### src/hdl/hpc_consts.svh
// Offsets, field positions, reset values and timing for the hub power config bytes.
// Assumes inclusion by bare name from design files on the 50 MHz SYS_CLK domain.
`ifndef HPC_CONSTS_SVH
`define HPC_CONSTS_SVH

// ----------------------------------------
// Register offsets
// ----------------------------------------
`define HPC_OFS_DIS_SP 8'h09
`define HPC_OFS_DIS_BP 8'h0A
`define HPC_OFS_MAX_SP 8'h0B
`define HPC_OFS_MAX_BP 8'h0C
`define HPC_OFS_CTL_SP 8'h0D
`define HPC_OFS_CTL_BP 8'h0E
`define HPC_OFS_PON 8'h0F

// ----------------------------------------
// Fields and reset values
// ----------------------------------------
`define HPC_MASK_HI 3
`define HPC_MASK_LO 1
`define HPC_DRAW_CAP 8'h32
`define HPC_RST_MASK 3'h0
`define HPC_RST_MAX 8'h32
`define HPC_RST_CTL 8'h32
`define HPC_RST_PON 8'h32

// ----------------------------------------
// Timing
// ----------------------------------------
`define HPC_CLK_PERIOD_NS 20
`define HPC_PON_UNIT_NS 2000000
`define HPC_PON_UNIT_CYC (`HPC_PON_UNIT_NS / `HPC_CLK_PERIOD_NS)

`endif

### src/hdl/hpc_pkg.sv
// Types shared by the hub power config bytes and its helpers.
// Assumes the constants header supplies all numeric values.
package hpc_pkg;

    // Values that apply to one power mode
    typedef struct packed {
        logic [2:0] disable_mask;
        logic [7:0] max_draw;
        logic [7:0] controller_draw;
    } hpc_profile_t;

    // Per-port power-good sequencing
    typedef enum logic [2:0] {
        HPC_PWR_IDLE = 3'h1,
        HPC_PWR_RAMP = 3'h2,
        HPC_PWR_GOOD = 3'h4
    } hpc_pwr_state_t;

endpackage

### src/hdl/hpc_config_bytes.sv
// Top of the hub power config bytes: seven bytes, mode selection, power-good delay.
// Assumes the loader (EEPROM or management port) writes one byte per strobe on SYS_CLK.
`timescale 1ns/1ps
`include "hpc_consts.svh"
module hpc_config_bytes #(
    parameter int unsigned PON_UNIT_CYC = `HPC_PON_UNIT_CYC
) (
    input wire logic SYS_CLK,
    input wire logic RSTN,
    input wire logic CE,
    input wire logic CFG_WR,
    input wire logic CFG_RD,
    input wire logic [7:0] CFG_ADDR,
    input wire logic [7:0] CFG_WDATA,
    output logic [7:0] CFG_RDATA,
    output logic CFG_RVALID,
    input wire logic POWER_SOURCE_SELECT,
    input wire logic COMPOUND_DEVICE,
    input wire logic [3:1] PORT_POWER_REQ,
    output logic [3:1] PORT_AVAILABLE,
    output logic [3:1] PORT_POWER_GOOD,
    output logic [7:0] REPORTED_DRAW,
    output logic [8:0] REPORTED_DRAW_MA
);
    logic [2:0] dis_sp_ff;
    logic [2:0] dis_bp_ff;
    logic [7:0] max_sp_ff;
    logic [7:0] max_bp_ff;
    logic [7:0] ctl_sp_ff;
    logic [7:0] ctl_bp_ff;
    logic [7:0] pon_ff;
    logic [7:0] nxt_rdata;
    logic [31:0] pre_ff;
    logic tick_ff;
    logic [2:0] avail;
    logic [7:0] draw;
    hpc_pkg::hpc_profile_t prof_sp;
    hpc_pkg::hpc_profile_t prof_bp;

    // ----------------------------------------
    // Helpers
    // ----------------------------------------
    // Values above 100 mA are refused by saturation, not by dropping the write
    function automatic logic [7:0] cap_draw(input logic [7:0] v);
        cap_draw = (v > `HPC_DRAW_CAP) ? `HPC_DRAW_CAP : v;
    endfunction

    // Byte layout of a port mask: bit 0 and bits 7..4 always zero
    function automatic logic [7:0] mask_byte(input logic [2:0] m);
        mask_byte = {4'h0, m, 1'b0};
    endfunction

    // Two milliamps per unit
    function automatic logic [8:0] units_to_ma(input logic [7:0] u);
        units_to_ma = {u, 1'b0};
    endfunction

    // ----------------------------------------
    // Port disable masks
    // ----------------------------------------
    // Only ports 3..1 exist, so only those bits are kept
    always_ff @(posedge SYS_CLK) begin
        if (!RSTN) begin
            dis_sp_ff <= `HPC_RST_MASK;
            dis_bp_ff <= `HPC_RST_MASK;
        end else if (CE && CFG_WR) begin
            if (CFG_ADDR == `HPC_OFS_DIS_SP) begin
                dis_sp_ff <= CFG_WDATA[`HPC_MASK_HI:`HPC_MASK_LO];
            end
            if (CFG_ADDR == `HPC_OFS_DIS_BP) begin
                dis_bp_ff <= CFG_WDATA[`HPC_MASK_HI:`HPC_MASK_LO];
            end
        end
    end

    // ----------------------------------------
    // Maximum draw bytes
    // ----------------------------------------
    // Self-powered figure is capped; bus-powered stored as written
    always_ff @(posedge SYS_CLK) begin
        if (!RSTN) begin
            max_sp_ff <= `HPC_RST_MAX;
            max_bp_ff <= `HPC_RST_MAX;
        end else if (CE && CFG_WR) begin
            if (CFG_ADDR == `HPC_OFS_MAX_SP) begin
                max_sp_ff <= cap_draw(CFG_WDATA);
            end
            if (CFG_ADDR == `HPC_OFS_MAX_BP) begin
                max_bp_ff <= CFG_WDATA;
            end
        end
    end

    // ----------------------------------------
    // Controller draw bytes
    // ----------------------------------------
    // Both default to 50 units, which is 100 mA
    always_ff @(posedge SYS_CLK) begin
        if (!RSTN) begin
            ctl_sp_ff <= `HPC_RST_CTL;
            ctl_bp_ff <= `HPC_RST_CTL;
        end else if (CE && CFG_WR) begin
            if (CFG_ADDR == `HPC_OFS_CTL_SP) begin
                ctl_sp_ff <= cap_draw(CFG_WDATA);
            end
            if (CFG_ADDR == `HPC_OFS_CTL_BP) begin
                ctl_bp_ff <= CFG_WDATA;
            end
        end
    end

    // ----------------------------------------
    // Power-on time
    // ----------------------------------------
    // New value takes effect on the next comparison, even mid sequence
    always_ff @(posedge SYS_CLK) begin
        if (!RSTN) begin
            pon_ff <= `HPC_RST_PON;
        end else if (CE && CFG_WR && CFG_ADDR == `HPC_OFS_PON) begin
            pon_ff <= CFG_WDATA;
        end
    end

    // ----------------------------------------
    // Read back
    // ----------------------------------------
    // Unmapped offsets read zero
    always_comb begin
        case (CFG_ADDR)
            `HPC_OFS_DIS_SP: nxt_rdata = mask_byte(dis_sp_ff);
            `HPC_OFS_DIS_BP: nxt_rdata = mask_byte(dis_bp_ff);
            `HPC_OFS_MAX_SP: nxt_rdata = max_sp_ff;
            `HPC_OFS_MAX_BP: nxt_rdata = max_bp_ff;
            `HPC_OFS_CTL_SP: nxt_rdata = ctl_sp_ff;
            `HPC_OFS_CTL_BP: nxt_rdata = ctl_bp_ff;
            `HPC_OFS_PON: nxt_rdata = pon_ff;
            default: nxt_rdata = 8'h00;
        endcase
    end

    // Data one clock after the strobe
    always_ff @(posedge SYS_CLK) begin
        if (!RSTN) begin
            CFG_RDATA <= 8'h00;
            CFG_RVALID <= 1'b0;
        end else if (CE) begin
            CFG_RVALID <= CFG_RD;
            if (CFG_RD) begin
                CFG_RDATA <= nxt_rdata;
            end
        end
    end

    // ----------------------------------------
    // Mode selection
    // ----------------------------------------
    assign prof_sp = '{disable_mask: dis_sp_ff, max_draw: max_sp_ff, controller_draw: ctl_sp_ff};
    assign prof_bp = '{disable_mask: dis_bp_ff, max_draw: max_bp_ff, controller_draw: ctl_bp_ff};

    hpc_mask_sel u_sel (
        .clk(SYS_CLK),
        .rstn(RSTN),
        .ce(CE),
        .self_mode(POWER_SOURCE_SELECT),
        .compound(COMPOUND_DEVICE),
        .prof_sp(prof_sp),
        .prof_bp(prof_bp),
        .port_avail_ff(avail),
        .draw_ff(draw)
    );

    assign PORT_AVAILABLE = avail;
    assign REPORTED_DRAW = draw;

    // Milliamp view registered so it is a clean data output
    always_ff @(posedge SYS_CLK) begin
        if (!RSTN) begin
            REPORTED_DRAW_MA <= units_to_ma(`HPC_RST_CTL);
        end else if (CE) begin
            REPORTED_DRAW_MA <= units_to_ma(draw);
        end
    end

    // ----------------------------------------
    // 2 ms tick
    // ----------------------------------------
    // Free running and shared, so the first unit of a sequence may be short
    always_ff @(posedge SYS_CLK) begin
        if (!RSTN) begin
            pre_ff <= 32'h0;
            tick_ff <= 1'b0;
        end else if (CE) begin
            tick_ff <= (pre_ff == PON_UNIT_CYC - 1);
            if (pre_ff == PON_UNIT_CYC - 1) begin
                pre_ff <= 32'h0;
            end else begin
                pre_ff <= pre_ff + 32'h1;
            end
        end
    end

    // ----------------------------------------
    // Per-port power-good timers
    // ----------------------------------------
    for (genvar p = 1; p <= 3; p++) begin : g_port
        hpc_pgood_timer u_tmr (
            .clk(SYS_CLK),
            .rstn(RSTN),
            .ce(CE),
            .tick(tick_ff),
            .power_req(PORT_POWER_REQ[p]),
            .port_avail(avail[p-1]),
            .delay_units(pon_ff),
            .power_good(PORT_POWER_GOOD[p])
        );
    end
endmodule

### src/hdl/hpc_mask_sel.sv
// Picks the mask and draw values of the current power mode.
// Assumes same-clock inputs; outputs are registered.
`timescale 1ns/1ps
`include "hpc_consts.svh"
module hpc_mask_sel (
    input wire logic clk,
    input wire logic rstn,
    input wire logic ce,
    input wire logic self_mode,
    input wire logic compound,
    input wire hpc_pkg::hpc_profile_t prof_sp,
    input wire hpc_pkg::hpc_profile_t prof_bp,
    output logic [2:0] port_avail_ff,
    output logic [7:0] draw_ff
);
    hpc_pkg::hpc_profile_t sel;

    // ----------------------------------------
    // Mode selection
    // ----------------------------------------
    // Mode picks the whole profile at once
    always_comb begin
        sel = self_mode ? prof_sp : prof_bp;
    end

    // Registered so a mode change takes effect one clock later, glitch free
    always_ff @(posedge clk) begin
        if (!rstn) begin
            port_avail_ff <= 3'h7;
            draw_ff <= `HPC_RST_CTL;
        end else if (ce) begin
            port_avail_ff <= ~sel.disable_mask;
            draw_ff <= compound ? sel.max_draw : sel.controller_draw;
        end
    end
endmodule

### src/hdl/hpc_pgood_timer.sv
// One port's power-good delay, counted in shared 2 ms ticks.
// Assumes tick is a one-cycle pulse on the same clock.
`timescale 1ns/1ps
`include "hpc_consts.svh"
module hpc_pgood_timer (
    input wire logic clk,
    input wire logic rstn,
    input wire logic ce,
    input wire logic tick,
    input wire logic power_req,
    input wire logic port_avail,
    input wire logic [7:0] delay_units,
    output logic power_good
);
    hpc_pkg::hpc_pwr_state_t state_ff;
    hpc_pkg::hpc_pwr_state_t nxt_state;
    logic [7:0] units_ff;
    logic req_ff;

    // Next state; disabled port or dropped request aborts at once
    always_comb begin
        nxt_state = state_ff;
        case (state_ff)
            hpc_pkg::HPC_PWR_IDLE: begin
                if (power_req && !req_ff && port_avail) begin
                    nxt_state = hpc_pkg::HPC_PWR_RAMP;
                end
            end
            hpc_pkg::HPC_PWR_RAMP: begin
                if (units_ff == delay_units) begin
                    nxt_state = hpc_pkg::HPC_PWR_GOOD;
                end
            end
            hpc_pkg::HPC_PWR_GOOD: nxt_state = hpc_pkg::HPC_PWR_GOOD;
            default: nxt_state = hpc_pkg::HPC_PWR_IDLE;
        endcase
        if (!power_req || !port_avail) begin
            nxt_state = hpc_pkg::HPC_PWR_IDLE;
        end
    end

    // State, request edge memory and elapsed units
    always_ff @(posedge clk) begin
        if (!rstn) begin
            state_ff <= hpc_pkg::HPC_PWR_IDLE;
            req_ff <= 1'b0;
            units_ff <= 8'h00;
        end else if (ce) begin
            state_ff <= nxt_state;
            req_ff <= power_req;
            if (state_ff != hpc_pkg::HPC_PWR_RAMP) begin
                units_ff <= 8'h00;
            end else if (tick && units_ff != delay_units) begin
                units_ff <= units_ff + 8'h01;
            end
        end
    end

    assign power_good = (state_ff == hpc_pkg::HPC_PWR_GOOD);
endmodule

### config.mk
export PLATFORM = sky130hd
export DESIGN_NAME = hpc_config_bytes
export DESIGN_NICKNAME = d
export VERILOG_FILES = /design/src/hdl/hpc_pkg.sv /design/src/hdl/hpc_config_bytes.sv /design/src/hdl/hpc_mask_sel.sv /design/src/hdl/hpc_pgood_timer.sv
export VERILOG_INCLUDE_DIRS = /design/src /design/src/hdl
export SDC_FILE = /design/constraint.sdc
export NUM_CORES = 1
export LEC_CHECK = 0
export BUFFER_PORTS_ARGS = -buffer_cell sky130_fd_sc_hd__clkbuf_2
export CAP_MARGIN = 25
export CORE_UTILIZATION = 55
export CTS_BUF_LIST = sky130_fd_sc_hd__clkbuf_8
export DETAILED_ROUTE_END_ITERATION = 10
export PLACE_DENSITY = 0.74
export SETUP_SLACK_MARGIN = 0.15
export SLEW_MARGIN = 10
export SYNTH_ARGS = -nofsm -noshare
export SYNTH_HDL_FRONTEND = slang
export SYNTH_HIERARCHICAL = 1
export SYNTH_SLANG_ARGS = --single-unit
### constraint.sdc
create_clock -name SYS_CLK -period 6.2 [get_ports SYS_CLK]
set_input_delay 0.93 -clock SYS_CLK [delete_from_list [all_inputs] [get_ports SYS_CLK]]
set_output_delay 0.93 -clock SYS_CLK [all_outputs]
set_load 0.05 [all_outputs]
==> impl_metrics.env <==
export IMPL_syn_cell_area_sq_mm=0.00775
export IMPL_core_sq_mm=0.0138
export IMPL_final_critical_period_ns=2.80
export IMPL_place_inst=1028
export IMPL_insertion_delay_ns=0.46
export IMPL_postSynthRegisterBits=143
export IMPL_setup_viol_count_final=0
export IMPL_cell_at_the_root_of_the_clock_tree="clkbuf_8"
export IMPL_worst_setup_path_type="in -> reg"
export IMPL_cts_resized_gates=0
export IMPL_boundaryPins=58
export IMPL_rsz0062_at_grt="false"
export IMPL_postCtsSetupBuffers=0
export IMPL_fin_nets=897
export IMPL_drtPass1Iterations=5
export IMPL_largest_stage_delay_on_the_critical_path_ns=0.63
export IMPL_syn2layout_area_growth_pct=8.96
export IMPL_yosysSeqAreaShare_pct=36.9
export IMPL_die_width_um=121
export IMPL_rows=43
export IMPL_timing_critical_path_cells="clkbuf_2, buf_4, and3_1, nand3_1, or4_1, a21oi_1"
export IMPL_worst_endpoint_arrival_ns=3.17
export IMPL_starting_drc_count_in_detailed_routing=649
export IMPL_achievable_frequency_mhz=357
export IMPL_count_of_fill_cells_added_during_filler_insertion=1150
export IMPL_area_enclosed_by_the_die_boundary_sq_mm=0.0146
export IMPL_reg2reg_setup_slack_ns=3.69
export IMPL_grt_max_degree=57
export IMPL_switchingPower_uw=442
export IMPL_routed_via_density=6.08
export IMPL_finish_cell_count_without_fillers=1059
export IMPL_switching_share_pct=25.3
export IMPL_final_max_tran_viols=0
export IMPL_cts_buffers=17
export IMPL_min_hold_slack_ns=0.481
export IMPL_number_of_hold_buffers_added_after_cts=0
export IMPL_grt_ovfl_total=0
export IMPL_ctsHtreeMaxLevel=4
export IMPL_n_antenna_cell=0
export IMPL_synth_ff_type="dfxtp_1"
export IMPL_antenna_found_initial=0
export IMPL_final_hold_viols=0
export IMPL_synthesis_area_per_instance_sq_um=9.32
export IMPL_syn_inst=832
export IMPL_power_report_internal_total_mw=1.31
export IMPL_fin_util_pct=61.1
export IMPL_start_util_pct=56.1
export IMPL_clock_skew_final_ns=0.00903
export IMPL_run_status="finished, final reports clean"
export IMPL_clock_sink_count=143
export IMPL_clock_power_share_pct=39.7
export IMPL_routabilityCongestion=0.884
export IMPL_route_detailed_wl_per_inst_um=17.0
export IMPL_setup_tns_final_ns=0
export IMPL_end_kind="register"
export IMPL_totalPowerFinal_mw=1.75
export IMPL_warnings_from_yosys=6
export IMPL_total_leakage_power_nw=3.14
export IMPL_ctsLongestPathBuffers=2
export IMPL_via_count=6437
export IMPL_worst_pin_slew_ns=0.977
export IMPL_ys_types=70
export IMPL_synth_enable_flop_cells=0
export IMPL_p_seq_share_pct=53.4
export IMPL_syn_num_nets=862
export IMPL_wl_um=18000
export IMPL_post_dp_hpwl_um=12500
export IMPL_timing_max_slew_rel_slack_pct=34.8
export IMPL_die_height_um=121
export IMPL_grt_pass1_vias=5994
export IMPL_post_route_cells_drive_above_1_share_pct=16.8
export IMPL_first_pass_grt_wire_length_um=29900
export IMPL_timing_critical_path_from_type="input pin"
export IMPL_cp_max_fo=56
export IMPL_worst_endpoint_required_ns=6.57
export IMPL_drc=0
export IMPL_asyncSetResetFlopFracSynth_pct=0
export IMPL_clk_pin_slew_worst_paths_ns=0.08
export IMPL_pwr_density_cell_mw_per_mm2=207
export IMPL_cp_slowest_cell="buf_4"
export IMPL_hold_path_class="reg -> reg"
export IMPL_cts_tree="built"
export IMPL_max_cap_viol_count=0
export IMPL_vdd_ir_drop_max_v=0.000156
export IMPL_portBuffers=56
export IMPL_ant_nets=0
export IMPL_final_period_utilization_pct=45.2
export IMPL_track_usage_pct=25.8
export IMPL_power_frac_comb_pct=6.9
==> sequential cells by signal, summed over array words and instances (netlist names) <==
name / flops
pre_ff: 32
g_port.u_tmr/units_ff: 24
g_port.u_tmr/state_ff: 9
CFG_RDATA: 8
REPORTED_DRAW_MA: 8
ctl_bp_ff: 8
ctl_sp_ff: 8
max_bp_ff: 8
max_sp_ff: 8
pon_ff: 8
u_sel/draw_ff: 8
dis_bp_ff: 3
dis_sp_ff: 3
g_port.u_tmr/req_ff: 3
u_sel/port_avail_ff: 3
CFG_RVALID: 1
tick_ff: 1
==> power by group through the flow <==
stage	combinational, mW	clock, mW	sequential, mW
finish	0.120	0.696	0.936
global placement	0.116	0	0.957
detailed placement	0.119	0	0.957
global route	0.130	0.748	0.937
CTS	0.119	0.710	0.936
floorplan	0.0768	0	0.965
==> worst paths after layout <==
check                                          from             endpoint  depth (start not counted)
worst min register to register  REPORTED_DRAW_MA[6]  REPORTED_DRAW_MA[6]                          2
worst max register to register            pre_ff[0]            pre_ff[0]                          6
worst max-delay path                             CE           pre_ff[21]                          6
worst min-delay path            REPORTED_DRAW_MA[6]  REPORTED_DRAW_MA[6]                          2
==> metal layers <==
metal / part of all wire (%) / global-route usage [%] / vias up
met5: 0 / 0 / -
met3: 6.0 / 5.66 / 30
met1: 45 / 33.1 / 3057
met4: 1.8 / 9.41 / 0
met2: 47 / 42.3 / 188
li1: - / - / 3162
==> synthesized netlist by cell type, drive strengths merged (4+ instances only) <==
cell	number	area (sq um)
nor2	16	60.1
inv	7	26.3
clkbuf	29	109
nor2b	38	238
and4	10	87.6
and2	15	93.8
a21boi	11	105
or4	12	93.8
o221ai	5	43.8
xnor2	4	35.0
o211ai	9	67.6
xor2	31	272
buf	15	108
nand4	28	175
a211o	6	56.3
o32ai	4	57.6
or3	10	62.6
nor3b	6	45.0
nor3	17	106
mux2	10	113
nor4	14	193
a211oi	5	52.6
ha	4	50.1
a221oi	5	43.8
mux2i	81	811
o31ai	13	103
nand2b	28	175
and3	25	156
nand3	20	100
nor4b	5	43.8
nand3b	10	75.1
dfxtp	143	2860
o21ai	23	115
a21oi	48	240
nand2	80	300
mux4	4	90.1
==> cells in the final DEF (no fill, tap or decap), types with 23 or more instances in the layout <==
cell      synthesis  routed
a21oi_1          48      48
and3_1           25      25
clkbuf_2          0      56
dfxtp_1         143     143
mux2i_1          81      81
nand2_1          80      80
nand2b_1         28      28
nand4_1          28      28
nor2b_1          38      38
o21ai_0          23      23
xor2_1           31      31
==> logic make-up (layout without fill, tap and decap cells) <==
kind of cell | Yosys count | after routing | synth area share [%]
compound gates | 157 | 157 | 14.8
xor+xnor | 35 | 35 | 3.95
buf+inv | 51 | 98 | 3.13
flops | 143 | 143 | 36.9
simple gates | 346 | 346 | 27.4
other cells | 1 | 1 | 0.0484
fa+ha+maj | 4 | 4 | 0.645
mux | 95 | 95 | 13.1
==> metrics by stage <==
step	area [sq um]	worst slack, ns
CTS	8450	3.45
finish	8450	3.40
global route	8450	3.27
detailed placement	8080	2.96
global placement	8080	3.07
floorplan	7750	3.63
==> critical path, delay by kind of cell <==
family	cells	cell delay [ns]
buf+inv	2	0.90
compound gates	1	0.16
simple gates	3	1.17
==> layout make-up <==
class                      count  area [sq um]  share of cell area (%)
tap                          180           225                    2.67
multi-input combinational    638          4650                    55.1
clock inverter                11          93.8                    1.11
clock buffer                  20           275                    3.26
timing repair buffer          60           310                    3.67
inverter                       7          26.3                   0.311
sequential                   143          2860                    33.9
Power figures use the tool's default switching activity.
